--- src/lcc_pkg.sv ---
package lcc_pkg;
  localparam int CELLS    = 10;
  localparam int LUT_IN   = 4;
  localparam int LUT_BITS = 16;
  localparam int GLOBALS  = 4;
  localparam int GP_PINS  = 2;
  localparam int SEL_W    = 4;
  localparam int PIN_SYNC = GLOBALS + GP_PINS;
  // Index of the second cell, where the chains start
  localparam int CHAIN_FIRST = 1;
  // Source select codes: globals, then pins, then cell table outputs
  localparam logic [SEL_W-1:0] SRC_PIN_BASE  = 4'h4;
  localparam logic [SEL_W-1:0] SRC_CELL_BASE = 4'h6;
  // Data input roles
  localparam int OPA_BIT  = 0;
  localparam int OPB_BIT  = 1;
  localparam int LOAD_BIT = 2;
  localparam int K_BIT    = 3;
  localparam logic Q_RESET = 1'b0;

  typedef enum logic [1:0] {
    LCC_FF_D  = 2'b00,
    LCC_FF_T  = 2'b01,
    LCC_FF_JK = 2'b10,
    LCC_FF_SR = 2'b11
  } lcc_ff_mode_e;
endpackage

--- src/lcc_cell.sv ---
module lcc_cell (
  input  wire logic                          ref_clk_in,
  input  wire logic                          sys_rst_in,
  input  wire logic [lcc_pkg::LUT_BITS-1:0]  lut_mask_in,
  input  wire logic [lcc_pkg::LUT_IN-1:0]    data_in,
  input  wire lcc_pkg::lcc_ff_mode_e         ff_mode_in,
  input  wire logic                          bypass_in,
  input  wire logic                          carry_en_in,
  input  wire logic                          casc_en_in,
  input  wire logic                          casc_or_in,
  input  wire logic                          carry_in,
  input  wire logic                          cascade_in,
  input  wire logic                          clk_edge_in,
  input  wire logic                          clear_in,
  input  wire logic                          sync_clr_in,
  input  wire logic                          sync_ld_in,
  output logic                               lut_out,
  output logic                               carry_out,
  output logic                               cascade_out,
  output logic                               local_out,
  output logic                               row_col_out
);
  import lcc_pkg::*;

  typedef struct packed {
    logic q;
  } lcc_cell_s;

  lcc_cell_s state;
  lcc_cell_s next_state;
  logic      sum;
  logic      func;
  logic      ff_b;
  logic      q_upd;
  logic      cell_val;

  assign lut_out = lut_mask_in[data_in];

  always_comb begin
    sum = carry_en_in ? (lut_out ^ carry_in) : lut_out;
    if (casc_en_in) begin
      // OR form is the inverted AND of inverted inputs
      func = casc_or_in ? ~(~sum & ~cascade_in) : (sum & cascade_in);
    end else begin
      func = sum;
    end
    ff_b = data_in[K_BIT];
    case (ff_mode_in)
      LCC_FF_D:  q_upd = func;
      LCC_FF_T:  q_upd = state.q ^ func;
      LCC_FF_JK: q_upd = (func & ~state.q) | (~ff_b & state.q);
      // Set wins when both set and reset are high
      LCC_FF_SR: q_upd = func | (~ff_b & state.q);
      default:   q_upd = func;
    endcase
    next_state = state;
    if (clear_in) begin
      next_state.q = Q_RESET;
    end else if (clk_edge_in) begin
      if (sync_clr_in) begin
        next_state.q = Q_RESET;
      end else if (sync_ld_in) begin
        next_state.q = data_in[LOAD_BIT];
      end else begin
        next_state.q = q_upd;
      end
    end
  end

  always_ff @(posedge ref_clk_in or posedge sys_rst_in) begin
    if (sys_rst_in) begin
      state <= '0;
    end else begin
      state <= next_state;
    end
  end

  assign carry_out = carry_en_in &
      ((data_in[OPA_BIT] & data_in[OPB_BIT]) | (data_in[OPA_BIT] & carry_in) |
       (data_in[OPB_BIT] & carry_in));
  assign cascade_out = func;
  // Clear masks the register output at once, not only at the next edge; a bypassed cell is not masked
  assign cell_val    = bypass_in ? func : (clear_in ? Q_RESET : state.q);
  assign local_out   = cell_val;
  assign row_col_out = cell_val;
endmodule // lcc_cell

--- src/lcc_cluster.sv ---
// Overview of operation
// - Every cell has a four-input table that can hold any function of its four inputs.
// - Every cell has one register; cells two to ten have direct carry and cascade links to their neighbour.
// - Ten cells form a cluster with chains, cluster-wide controls and a local interconnect.
// - The cell register works as a D, T, JK or SR flip-flop by configuration.
// - Register clock and clear each come from a global line, a pin or any cell's logic.
// - In combinational use the register is bypassed and the table result drives the outputs.
// - A cell output drives the local and the row and column interconnect together.
// - Four global inputs on low-skew routing feed the register controls everywhere.
// - Internal logic may drive each global line, for example a divided clock or a clear.
// - The chains link cells two to ten and carry on across clusters in the same half row.
// - The carry chain serves counters and adders; the cascade chain builds wide functions.
// - A cascade link joins neighbours by AND, or by OR through inversion.
// - The first cell may make cluster controls and is kept out of the cascade chain.
// - Cluster-wide synchronous clear or load acts on every register of the cluster.
module lcc_cluster (
  input  wire logic                                       ref_clk_in,
  input  wire logic                                       sys_rst_in,
  input  wire logic [lcc_pkg::GLOBALS-1:0]                global_pin_in,
  input  wire logic [lcc_pkg::GP_PINS-1:0]                gp_pin_in,
  input  wire logic [lcc_pkg::GLOBALS-1:0]                global_int_in,
  input  wire logic [lcc_pkg::GLOBALS*lcc_pkg::SEL_W-1:0] global_cell_sel_in,
  input  wire logic [lcc_pkg::CELLS*lcc_pkg::LUT_BITS-1:0] lut_mask_in,
  input  wire logic [lcc_pkg::CELLS*lcc_pkg::LUT_IN-1:0]  data_in,
  input  wire logic [lcc_pkg::CELLS*2-1:0]                ff_mode_in,
  input  wire logic [lcc_pkg::CELLS-1:0]                  bypass_in,
  input  wire logic [lcc_pkg::CELLS-1:0]                  carry_en_in,
  input  wire logic [lcc_pkg::CELLS-1:0]                  casc_en_in,
  input  wire logic [lcc_pkg::CELLS-1:0]                  casc_or_in,
  input  wire logic [lcc_pkg::CELLS*lcc_pkg::SEL_W-1:0]   clk_sel_in,
  input  wire logic [lcc_pkg::CELLS*lcc_pkg::SEL_W-1:0]   clr_sel_in,
  input  wire logic                                       sclr_en_in,
  input  wire logic [lcc_pkg::SEL_W-1:0]                  sclr_sel_in,
  input  wire logic                                       sld_en_in,
  input  wire logic [lcc_pkg::SEL_W-1:0]                  sld_sel_in,
  input  wire logic                                       carry_chain_in,
  input  wire logic                                       cascade_chain_in,
  output logic                                            carry_chain_out,
  output logic                                            cascade_chain_out,
  output logic [lcc_pkg::CELLS-1:0]                       local_out,
  output logic [lcc_pkg::CELLS-1:0]                       row_col_out,
  output logic [lcc_pkg::GLOBALS-1:0]                     global_line_out
);
  import lcc_pkg::*;

  typedef struct packed {
    logic [PIN_SYNC-1:0] pin_s1;
    logic [PIN_SYNC-1:0] pin_s2;
    logic [CELLS-1:0]    clk_prev;
  } lcc_cluster_s;

  lcc_cluster_s         state;
  lcc_cluster_s         next_state;
  logic [GLOBALS-1:0]   global_line;
  logic [GP_PINS-1:0]   gp_sync;
  logic [CELLS-1:0]     cell_lut;
  logic [CELLS-1:0]     sel_clk;
  logic [CELLS-1:0]     sel_clr;
  logic [CELLS-1:0]     clk_edge;
  logic [CELLS-1:0]     carry_link;
  logic [CELLS-1:0]     casc_link;
  logic                 sclr_act;
  logic                 sld_act;

  // Out-of-range cell indices read as zero rather than X
  function automatic logic lut_pick(input logic [SEL_W-1:0] idx,
                                    input logic [CELLS-1:0] lut);
    logic r;
    r = 1'b0;
    if (idx < CELLS) begin
      r = lut[idx];
    end
    return r;
  endfunction

  // Internal sources are table outputs, so no select can close a loop
  function automatic logic pick_src(input logic [SEL_W-1:0]   sel,
                                    input logic [GLOBALS-1:0] gl,
                                    input logic [GP_PINS-1:0] gp,
                                    input logic [CELLS-1:0]   lut);
    logic r;
    if (sel < SRC_PIN_BASE) begin
      r = gl[sel[1:0]];
    end else if (sel < SRC_CELL_BASE) begin
      r = gp[sel[0]];
    end else begin
      r = lut_pick(sel - SRC_CELL_BASE, lut);
    end
    return r;
  endfunction

  assign gp_sync = state.pin_s2[GLOBALS +: GP_PINS];

  for (genvar g = 0; g < GLOBALS; g++) begin : g_global
    assign global_line[g] = global_int_in[g] ?
        lut_pick(global_cell_sel_in[g*SEL_W +: SEL_W], cell_lut) : state.pin_s2[g];
  end
  assign global_line_out = global_line;

  assign sclr_act = sclr_en_in & pick_src(sclr_sel_in, global_line, gp_sync, cell_lut);
  assign sld_act  = sld_en_in & pick_src(sld_sel_in, global_line, gp_sync, cell_lut);

  for (genvar i = 0; i < CELLS; i++) begin : g_cell
    logic cin;
    logic casc_in;
    logic casc_en;
    logic carry_en;
    if (i == 0) begin : g_first
      assign cin      = 1'b0;
      assign casc_in  = 1'b0;
      assign casc_en  = 1'b0;
      assign carry_en = 1'b0;
    end else if (i == CHAIN_FIRST) begin : g_head
      assign cin      = carry_chain_in;
      assign casc_in  = cascade_chain_in;
      assign casc_en  = casc_en_in[i];
      assign carry_en = carry_en_in[i];
    end else begin : g_body
      assign cin      = carry_link[i-1];
      assign casc_in  = casc_link[i-1];
      assign casc_en  = casc_en_in[i];
      assign carry_en = carry_en_in[i];
    end
    assign sel_clk[i] = pick_src(clk_sel_in[i*SEL_W +: SEL_W], global_line, gp_sync,
                                 cell_lut);
    assign sel_clr[i] = pick_src(clr_sel_in[i*SEL_W +: SEL_W], global_line, gp_sync,
                                 cell_lut);
    assign clk_edge[i] = sel_clk[i] & ~state.clk_prev[i];

    lcc_cell u_cell (
      .ref_clk_in  (ref_clk_in),
      .sys_rst_in  (sys_rst_in),
      .lut_mask_in (lut_mask_in[i*LUT_BITS +: LUT_BITS]),
      .data_in     (data_in[i*LUT_IN +: LUT_IN]),
      .ff_mode_in  (lcc_ff_mode_e'(ff_mode_in[i*2 +: 2])),
      .bypass_in   (bypass_in[i]),
      .carry_en_in (carry_en),
      .casc_en_in  (casc_en),
      .casc_or_in  (casc_or_in[i]),
      .carry_in    (cin),
      .cascade_in  (casc_in),
      .clk_edge_in (clk_edge[i]),
      .clear_in    (sel_clr[i]),
      .sync_clr_in (sclr_act),
      .sync_ld_in  (sld_act),
      .lut_out     (cell_lut[i]),
      .carry_out   (carry_link[i]),
      .cascade_out (casc_link[i]),
      .local_out   (local_out[i]),
      .row_col_out (row_col_out[i])
    );

  end

  assign carry_chain_out   = carry_link[CELLS-1];
  assign cascade_chain_out = casc_link[CELLS-1];

  always_comb begin
    next_state = state;
    // Pins are asynchronous: two stages before any logic
    next_state.pin_s1   = {gp_pin_in, global_pin_in};
    next_state.pin_s2   = state.pin_s1;
    next_state.clk_prev = sel_clk;
  end

  always_ff @(posedge ref_clk_in or posedge sys_rst_in) begin
    if (sys_rst_in) begin
      state <= '0;
    end else begin
      state <= next_state;
    end
  end

  for (genvar g = 0; g < GLOBALS; g++) begin : g_gchk

  end
endmodule // lcc_cluster

--- config.mk ---
export PLATFORM = sky130hd
export DESIGN_NAME = lcc_cluster
export DESIGN_NICKNAME = d
export VERILOG_FILES = /design/src/lcc_pkg.sv /design/src/lcc_cell.sv /design/src/lcc_cluster.sv
export SDC_FILE = /design/constraint.sdc
export NUM_CORES = 1
export LEC_CHECK = 0
export BUFFER_PORTS_ARGS = -buffer_cell sky130_fd_sc_hd__buf_2
export CORE_AREA = 4 4 155 157
export CTS_CLUSTER_SIZE = 8
export DETAILED_ROUTE_END_ITERATION = 7
export DIE_AREA = 0 0 159 161
export PLACE_DENSITY = 0.67
export SYNTH_ARGS = -nofsm -noshare
export SYNTH_HDL_FRONTEND = slang
export SYNTH_SLANG_ARGS = --single-unit
--- constraint.sdc ---
create_clock -name ref_clk_in -period 27.2 [get_ports ref_clk_in]
set_input_delay 8.16 -clock ref_clk_in [delete_from_list [all_inputs] [get_ports ref_clk_in]]
set_output_delay 8.16 -clock ref_clk_in [all_outputs]
set_load 0.1 [all_outputs]
==> results.json, run 1 <==
{
  "finalHoldViolCount": 0,
  "grt_pass1_wl_microns": 51300,
  "initial_utilization_pct": 37.3,
  "rsz0062_at_grt": "false",
  "postRouteAntennaNets": 0,
  "syn2layout_area_growth_pct": 25.8,
  "via_per_inst": 5.95,
  "antenna_found_initial": 8,
  "yosys_warnings": 0,
  "cp_slowest_cell": "buf_2",
  "synth_area_leaders": "mux4_2 (28%), dfrtp_1 (9.5%), mux2i_1 (7.0%)",
  "grt_use_total_pct": 25.7,
  "synth.avg_cell_area_sq_um": 9.15,
  "required_ns": 19.04,
  "grt_pass1_vias": 9107,
  "min_to": "state[12]",
  "postCtsHoldBufs": 0,
  "fin_tns_setup_ns": 0,
  "whs_path_depth": 0,
  "synth_edf_count": 0,
  "status": "complete, no violations",
  "fmaxAchievable_ghz": 0.0463,
  "p_per_area_nw_per_um2": 40.3,
  "die_h_microns": 161,
  "total_power_uw": 426,
  "period_share_pct": 79.4,
  "core_area_sq_um": 22500,
  "fin_skew_ns": 0.00683,
  "reg2regPathDepth": 10,
  "synth_seq_cells": 32,
  "first_iter_violations": 623,
  "vias": 9193,
  "startpoint": "data_in[0]",
  "drv_slew": 0,
  "worst_slew_pin_slew_ns": 1.15,
  "cts_buffer_depth": 2,
  "grt_max_degree": 33,
  "crit_fanout": 19,
  "rows": 55,
  "reg2reg_to": "g_cell[2].u_cell.state",
  "synth_top_area_share_pct": 27.6,
  "syn-cell-area_sq_um": 8400,
  "r2r-start": "gp_sync[0]",
  "port_buffers": 402,
  "die_x_microns": 159,
  "crit_chain": "buf_2 -> mux4_2 -> mux2i_1 -> mux2_2 -> inv_1 -> mux4_2 -> nor2b_1 -> o21ai_2 -> nand2_2 -> mux4_2 -> nor3b_1 -> a221o_1 -> o31ai_1 -> buf_2",
  "async_flop_share_pct": 100,
  "synth_ff_type": "dfrtp_1",
  "post_cts.repair.setup_buffers": 0,
  "insertion_delay_ns": 0.29,
  "post-route-min-period_ns": 21.59,
  "synth_nets": 1330,
  "routed_wl_microns": 34900,
  "max-cap-violations": 0,
  "drive_gt1_share_pct": 44.2,
  "ys_seq_area_share_pct": 9.53,
  "power_leakage_nw": 4.87,
  "dieArea_sq_um": 25600,
  "overflow": 0,
  "worst-setup-path-type": "in -> out",
  "cts.htree.levels": 2,
  "ys_types": 79,
  "gp_congestion": 0.886,
  "min_path_type": "reg -> reg",
  "cts.sinks": 32,
  "cts_root_buffer": "clkbuf_16",
  "ir_worst_vdd_uv": 22.3,
  "io_pins": 406,
  "dp_hpwl_microns": 27500,
  "endpoint_kind": "primary output",
  "cts_tree": "done",
  "clkSlewWorstSetupHoldPaths_ns": 0.06,
  "wire_per_inst_microns": 22.6,
  "arrival_ns": 13.43,
  "crit_path_start_kind": "primary input",
  "slew_headroom_pct": 23.2,
  "cts-resized-gates": 0,
  "worstHoldStart": "next_state[12]",
  "first_pass_iters": 5,
  "fillers": 2205,
  "yosys.area.top_type": "mux4_2",
  "finalSetupViolations": 0,
  "drc_errors": 0,
  "crit_path_frequent_cell": "mux4_2",
  "cts_buffers": 5,
  "final_nets": 1666,
  "postSynthCellCount": 918,
  "slowest_delay_ns": 0.56,
  "r2r_setup_slack_ns": 23.79
}
[metal layers]
layer  part of all wire (%)  routed length, microns  vias to the layer above  global-route usage, %
met5                   0.14                      49                        -                      0
met3                    8.3                    2890                       55                   6.71
met1                     38                   13300                     4462                   30.2
met2                     51                   17700                      399                   45.9
met4                    2.7                     957                        8                   7.97
li1                       -                       -                     4269                      -
[layout by cell type, fill, tap and decap left out, drive strengths merged, types with 6 or more instances in the layout]
master / instances
a22o: 8
inv: 60
a22oi: 6
mux2: 11
nor2b: 17
xor2: 14
mux2i: 59
nand3b: 8
nand3: 21
nor3: 8
a31oi: 16
dfrtp: 32
o22ai: 7
mux4: 114
nand2: 75
o31ai: 17
a21oi: 51
and2: 8
nand2b: 22
a211oi: 15
buf: 415
ha: 32
o2111ai: 8
o211ai: 12
o21ai: 67
nor2: 63
[how the worst max path moves through the flow]
stage / end / slack [ns]
after detailed placement: row_col_out[5] / 5.72
after floorplan: local_out[5] / 6.65
after global placement: row_col_out[5] / 5.67
after CTS: row_col_out[5] / 5.72
after global routing: row_col_out[5] / 5.51
final: row_col_out[5] / 5.61
[registers in the layout, summed over array words and instances, names as in the netlist]
| register | cells |
|---|---|
| next_state | 6 |
| gp_sync | 2 |
| state | 14 |
| g_cell.u_cell.state | 10 |
[stage by stage]
step | worst slack (ns) | hold slack, ns | cells | instance area (sq um) | utilization (%)
floorplan | 6.65 | 0.331 | 918 | 8400 | -
global placement | 5.67 | 0.334 | 1532 | 10400 | 46.3
detailed placement | 5.72 | 0.336 | 1532 | 10400 | 46.3
CTS | 5.72 | 0.349 | 1540 | 10600 | 46.9
global route | 5.51 | 0.351 | 1544 | 10600 | 47.0
finish | 5.61 | 0.347 | 1544 | 10600 | 47.0
[synth_stat cells, drive strengths merged (15+ instances only)]
library cell,count
dfrtp,32
nand3,21
buf,40
nor2,63
nor2b,17
o21ai,67
o31ai,17
ha,32
mux2i,59
a31oi,16
a211oi,15
a21oi,51
inv,60
clkbuf,46
mux4,114
nand2b,22
nand2,75
[cell families (layout without fill, tap and decap cells)]
kind of cell             Yosys count  count (layout)  share of synthesized area (%)
AO/OA/AOI/OAI                    260             260                           21.5
XOR/XNOR                          19              19                           1.98
adder cells (fa/ha/maj)           35              35                           5.12
buffers and inverters            146             483                           8.27
flip-flops                        32              32                           9.53
multiplexers                     184             184                           39.5
other                              0               4                              0
AND/OR/NAND/NOR                  242             242                           14.1
[critical path, delay by kind of cell]
kind            cells  cell delay [ns]
buf+inv             3             1.14
compound gates      3             1.10
mux                 5             2.28
simple gates        3             0.72
[final cells by class]
class | count | area, sq um | area share, %
clock inverter | 3 | 18.8 | 0.178
timing repair buffer | 415 | 2110 | 20.0
clock buffer | 5 | 125 | 1.18
multi-input combinational | 740 | 6920 | 65.5
inverter | 60 | 225 | 2.13
sequential | 32 | 801 | 7.58
tap | 285 | 357 | 3.37
antenna | 4 | 10.0 | 0.0947
[where the power goes]
group / total, mW / internal [mW] / switching, mW
clock: 0.0573 / 0.0338 / 0.0236
combinational: 0.311 / 0.121 / 0.190
sequential: 0.0579 / 0.0541 / 0.00384
(Power assumes the default switching activity.)
==> inputs of run 2 (changes only) <==
==> constraint.sdc (replaced) <==
create_clock -name ref_clk_in -period 22 [get_ports ref_clk_in]
set_input_delay 6.6 -clock ref_clk_in [delete_from_list [all_inputs] [get_ports ref_clk_in]]
set_output_delay 6.6 -clock ref_clk_in [all_outputs]
set_load 0.1 [all_outputs]
==> run 2 against run 1 <==
Net effect:
- via count rose by 0.15%
- die area did not move
- final cell count rose by 0.13%
- count of clock-buffer cells in the layout did not move
- critical path depth did not move
- utilization barely moved
- clock skew fell by 0.0011 ns
- critical endpoint unchanged
- sequential share of layout area barely moved
- largest power group unchanged
- highest routed layer unchanged
- hold slack barely moved
- sequential power rose by 23%
- largest cell class unchanged
- wire length rose by 0.10%
- sequential cell count did not move
==> results.json, run 2 (synthesized netlist as in run 1, its figures left out) <==
{
  "status": "complete, no violations",
  "max-cap-violations": 0,
  "via_per_inst": 5.96,
  "grt_pass1_vias": 9342,
  "postCtsHoldBufs": 0,
  "port_buffers": 402,
  "endpoint_kind": "primary output",
  "post-route-min-period_ns": 18.47,
  "arrival_ns": 11.87,
  "first_iter_violations": 623,
  "gp_congestion": 0.885,
  "grt_use_total_pct": 26.0,
  "vias": 9207,
  "worst_slew_pin_slew_ns": 1.14,
  "cts.sinks": 32,
  "ir_worst_vdd_uv": 27.3,
  "largest_reg_flops": 14,
  "crit_path_start_kind": "primary input",
  "finalSetupViolations": 0,
  "post_cts.repair.setup_buffers": 0,
  "insertion_delay_ns": 0.30,
  "io_pins": 406,
  "postRouteAntennaNets": 0,
  "grt_pass1_wl_microns": 52000,
  "top_layer": "met5",
  "overflow": 0,
  "final_common_cell": "buf_2",
  "slew_headroom_pct": 23.8,
  "post-route-util_pct": 47.0,
  "clkSlewWorstSetupHoldPaths_ns": 0.06,
  "drv_slew": 0,
  "crit_fanout": 19,
  "final_nets": 1667,
  "drive_gt1_share_pct": 44.3,
  "antenna_found_initial": 8,
  "die_h_microns": 161,
  "cts_root_buffer": "clkbuf_16",
  "cts_buffers": 5,
  "period_share_pct": 84.0,
  "required_ns": 15.40,
  "worst-setup-path-type": "in -> out",
  "rows": 55,
  "cts-resized-gates": 0,
  "wire_per_inst_microns": 22.6,
  "routed_wl_microns": 34900,
  "final_cell_mix": "buf_2 (402), mux4_2 (103), nand2_1 (73)",
  "setup_slack_ns": 3.53,
  "finalHoldViolCount": 0,
  "die_x_microns": 159,
  "rsz0062_at_grt": "false",
  "min_path_type": "reg -> reg",
  "final_cells": 1546,
  "initial_utilization_pct": 37.3,
  "wl_met1_microns": 13400,
  "first_pass_iters": 5,
  "core_area_sq_um": 22500,
  "met3_length_microns": 2790,
  "max_flop_register": "state",
  "met2_length_microns": 17800,
  "dieArea_sq_um": 25600,
  "cts_buffer_depth": 2,
  "fin_skew_ns": 0.00570,
  "place_inst": 1533,
  "fin_tns_setup_ns": 0,
  "grt_max_degree": 33,
  "power_leakage_nw": 4.87,
  "cts_tree": "done",
  "p_per_area_nw_per_um2": 50.2,
  "dp_slack_ns": 3.58,
  "drc_errors": 0,
  "dp_hpwl_microns": 27600,
  "fmaxAchievable_ghz": 0.0541,
  "cts.htree.levels": 2,
  "syn2layout_area_growth_pct": 25.9
}
run 2: cell types whose count changed in the layout (fill, tap and decap cells not counted), sizes merged:
| cell | delta |
|---|---|
| buf | +1 |
| diode | +1 |
run 2: layout make-up:
cell class | count | area, sq um
inverters | 60 | 225
clock inverters | 3 | 18.8
multi-input cells | 740 | 6920
clock buffers | 5 | 125
well taps | 285 | 357
diodes | 5 | 12.5
repair buffers | 416 | 2120
flip-flops and latches | 32 | 801
fillers | 2192 | 11900
run 2: per-stage QoR:
stage                     hold slack, ns  total power [mW]  area (sq um)
after floorplan                    0.331             0.350          8400
after global placement             0.334             0.448         10400
after detailed placement           0.336             0.454         10400
after CTS                          0.349             0.533         10600
after global routing               0.352             0.565         10600
final                              0.347             0.531         10600
run 2: power by group:
| group | leakage (nW) | internal [mW] | switching, mW | total, mW |
|---|---|---|---|---|
| sequential | 0.392 | 0.0669 | 0.00419 | 0.0710 |
| combinational | 4.41 | 0.149 | 0.236 | 0.385 |
| clock | 0.0736 | 0.0419 | 0.0327 | 0.0746 |
| total | 4.87 | 0.258 | 0.273 | 0.531 |
run 2: worst paths after layout:
path	startpoint	end	slack [ns]	depth (start not counted)
max	data_in[0]	row_col_out[5]	3.53	14
min	next_state[10]	state[10]	0.35	0
max reg2reg	gp_sync[0]	g_cell[2].u_cell.state	18.78	10
min reg2reg	next_state[10]	state[10]	0.35	0
max in group asynchronous	sys_rst_in	g_cell[9].u_cell.state	15.23	3
min in group asynchronous	sys_rst_in	state[12]	6.41	3
run 2: layer usage:
layer / GRT usage, % / up-vias
li1: - / 4273
met1: 30.5 / 4466
met2: 47.5 / 407
met3: 6.07 / 53
met4: 7.46 / 8
met5: 0 / -
run 2: critical path: stages:
cell	delay, ns
buf_2	0.15
mux4_2	0.52
mux2i_1	0.16
mux2_2	0.50
inv_1	0.42
mux4_2	0.57
nor2b_1	0.16
o21ai_2	0.27
nand2_2	0.39
mux4_2	0.54
nor3b_1	0.15
a221o_1	0.39
o31ai_1	0.47
buf_2	0.55
==> inputs of run 3 (changes only) <==
==> constraint.sdc (replaced) <==
create_clock -name ref_clk_in -period 17.3 [get_ports ref_clk_in]
set_input_delay 5.19 -clock ref_clk_in [delete_from_list [all_inputs] [get_ports ref_clk_in]]
set_output_delay 5.19 -clock ref_clk_in [all_outputs]
set_load 0.1 [all_outputs]
==> run 3 against run 2 <==
Net effect:
- clock skew decreased by 0.0020 ns
- utilization unchanged
- register-to-register slack got worse by 4.6 ns
- sequential power increased by 26%
- global-route usage increased by 0.15 points
- sequential cell count unchanged
- combinational power increased by 27%
- count of clock-buffer cells in the layout unchanged
- final cell count decreased by 0.13%
- sequential share of layout area unchanged
==> results.json, run 3 (synthesized netlist as in run 1, its figures left out) <==
{
  "via_per_inst": 6.00,
  "cts_buffers": 5,
  "r2r_setup_slack_ns": 14.17,
  "core_area_sq_um": 22500,
  "status": "complete, no violations",
  "dieArea_sq_um": 25600,
  "cp_slowest_cell": "mux4_2",
  "cts-resized-gates": 0,
  "die_x_microns": 159,
  "fin_tns_setup_ns": 0,
  "post_cts.repair.setup_buffers": 0,
  "endpoint_kind": "primary output",
  "cts.sinks": 32,
  "port_buffers": 402,
  "first_pass_iters": 7,
  "max_flop_register": "state",
  "required_ns": 12.11,
  "fmaxAchievable_ghz": 0.0656,
  "worstHoldStart": "next_state[10]",
  "gp_congestion": 0.898,
  "arrival_ns": 10.05,
  "fin_skew_ns": 0.00374,
  "rows": 55,
  "final_cells": 1544,
  "reg2regPathDepth": 9,
  "antenna_found_initial": 8,
  "postCtsHoldBufs": 0,
  "whs_path_depth": 0,
  "worst-setup-path-type": "in -> out",
  "p_per_area_nw_per_um2": 63.4,
  "grt_use_total_pct": 26.1,
  "die_h_microns": 161,
  "crit_fanout": 22,
  "grt_pass1_wl_microns": 52700,
  "cts_root_buffer": "clkbuf_16",
  "drv_slew": 0,
  "place_inst": 1534,
  "initial_utilization_pct": 37.3,
  "first_iter_violations": 543,
  "syn2layout_area_growth_pct": 25.9,
  "postRouteAntennaNets": 0,
  "crit_chain": "buf_2 -> mux4_2 -> mux2i_1 -> mux2_2 -> inv_1 -> mux4_2 -> nor2b_4 -> o21ai_4 -> nand2_2 -> mux4_2 -> nor3b_1 -> a221o_1 -> o31ai_1 -> buf_2",
  "setup_slack_ns": 2.06,
  "io_pins": 406,
  "max-cap-violations": 0,
  "min_path_type": "reg -> reg",
  "r2r-start": "state[13]",
  "dp_hpwl_microns": 27800,
  "power_frac_comb_pct": 73.0,
  "ir_worst_vdd_uv": 27.4,
  "power_leakage_nw": 4.88,
  "drc_errors": 0,
  "grt_max_degree": 33,
  "drive_gt1_share_pct": 44.3,
  "insertion_delay_ns": 0.28,
  "crit_path_start_kind": "primary input",
  "switching_power_uw": 342,
  "final_cell_mix": "buf_2 (402), mux4_2 (103), nand2_1 (73)",
  "cts_tree": "done",
  "final_common_cell": "buf_2",
  "power.share.sequential_pct": 13.4,
  "cts.htree.levels": 2,
  "switching_share_pct": 51.0,
  "wire_per_inst_microns": 22.6,
  "vias": 9261,
  "clkSlewWorstSetupHoldPaths_ns": 0.06,
  "rsz0062_at_grt": "false",
  "min_to": "state[10]",
  "period_share_pct": 88.1,
  "largest_reg_flops": 14,
  "overflow": 0,
  "cts_buffer_depth": 2,
  "routed_wl_microns": 35000,
  "grt_pass1_vias": 9371,
  "dp_slack_ns": 2.00,
  "p_int_uw": 328,
  "finalSetupViolations": 0,
  "slew_headroom_pct": 24.9,
  "slowest_delay_ns": 0.56,
  "clockPowerShare_pct": 13.6,
  "reg2reg_to": "g_cell[7].u_cell.state",
  "finalHoldViolCount": 0,
  "crit_path_frequent_cell": "mux4_2",
  "worst_slew_pin_slew_ns": 1.12,
  "post-route-min-period_ns": 15.24,
  "final_nets": 1668
}
==> run 3: cell count changes in the layout (fill, tap and decap cells not counted) <==
cell     previous run  this run
buf_4              14        15
diode_2             5         2
==> run 3: per-layer routing <==
layer  track usage [%]  wire [microns]  vias to the layer above
li1                  -               -                     4266
met1              31.2           13500                     4500
met2              47.9           17800                      429
met3              5.31            2720                       56
met4              7.02             811                       10
met5                 0              60                        -
==> run 3: power groups by stage <==
stage	clock [mW]	sequential, mW	combinational [mW]
after floorplan	0	0.0897	0.356
after global placement	0	0.0908	0.480
after CTS	0.0943	0.0897	0.490
final	0.0913	0.0897	0.490
after detailed placement	0	0.0909	0.489
after global routing	0.0961	0.0907	0.529
==> run 3: per-stage QoR <==
stage               util [%]  power [mW]  hold slack, ns  area [sq um]
finish                  47.0       0.671           0.348         10600
global route            47.0       0.716           0.354         10600
CTS                     47.0       0.674           0.351         10600
detailed placement      46.3       0.580           0.338         10400
global placement        46.3       0.571           0.332         10400
floorplan                  -       0.446           0.331          8400
==> run 3: worst max path at each step <==
stage          cells after the start        endpoint  slack [ns]         from
2_1_floorplan                     14    local_out[5]        2.69  data_in[16]
3_3_place_gp                      14  row_col_out[5]        2.00   data_in[0]
3_5_place_dp                      14  row_col_out[5]        2.00   data_in[0]
4_1_cts                           14  row_col_out[5]        1.99   data_in[0]
5_1_grt                           16  row_col_out[4]        1.80   data_in[0]
6_report                          14  row_col_out[5]        2.06   data_in[0]
==> run 3: area by class of cell <==
cell class	count	area [sq um]
sequential	32	801
multi-input combinational	740	6920
clock inverter	3	18.8
timing repair buffer	417	2120
tap	285	357
fill	2210	11900
inverter	60	225
clock buffer	5	125
antenna	2	5.00
==> run 3: critical path, delay by kind of cell <==
kind            cells  cell delay [ns]
simple gates        3             0.65
buf+inv             3             1.09
compound gates      3             0.78
mux                 5             2.29
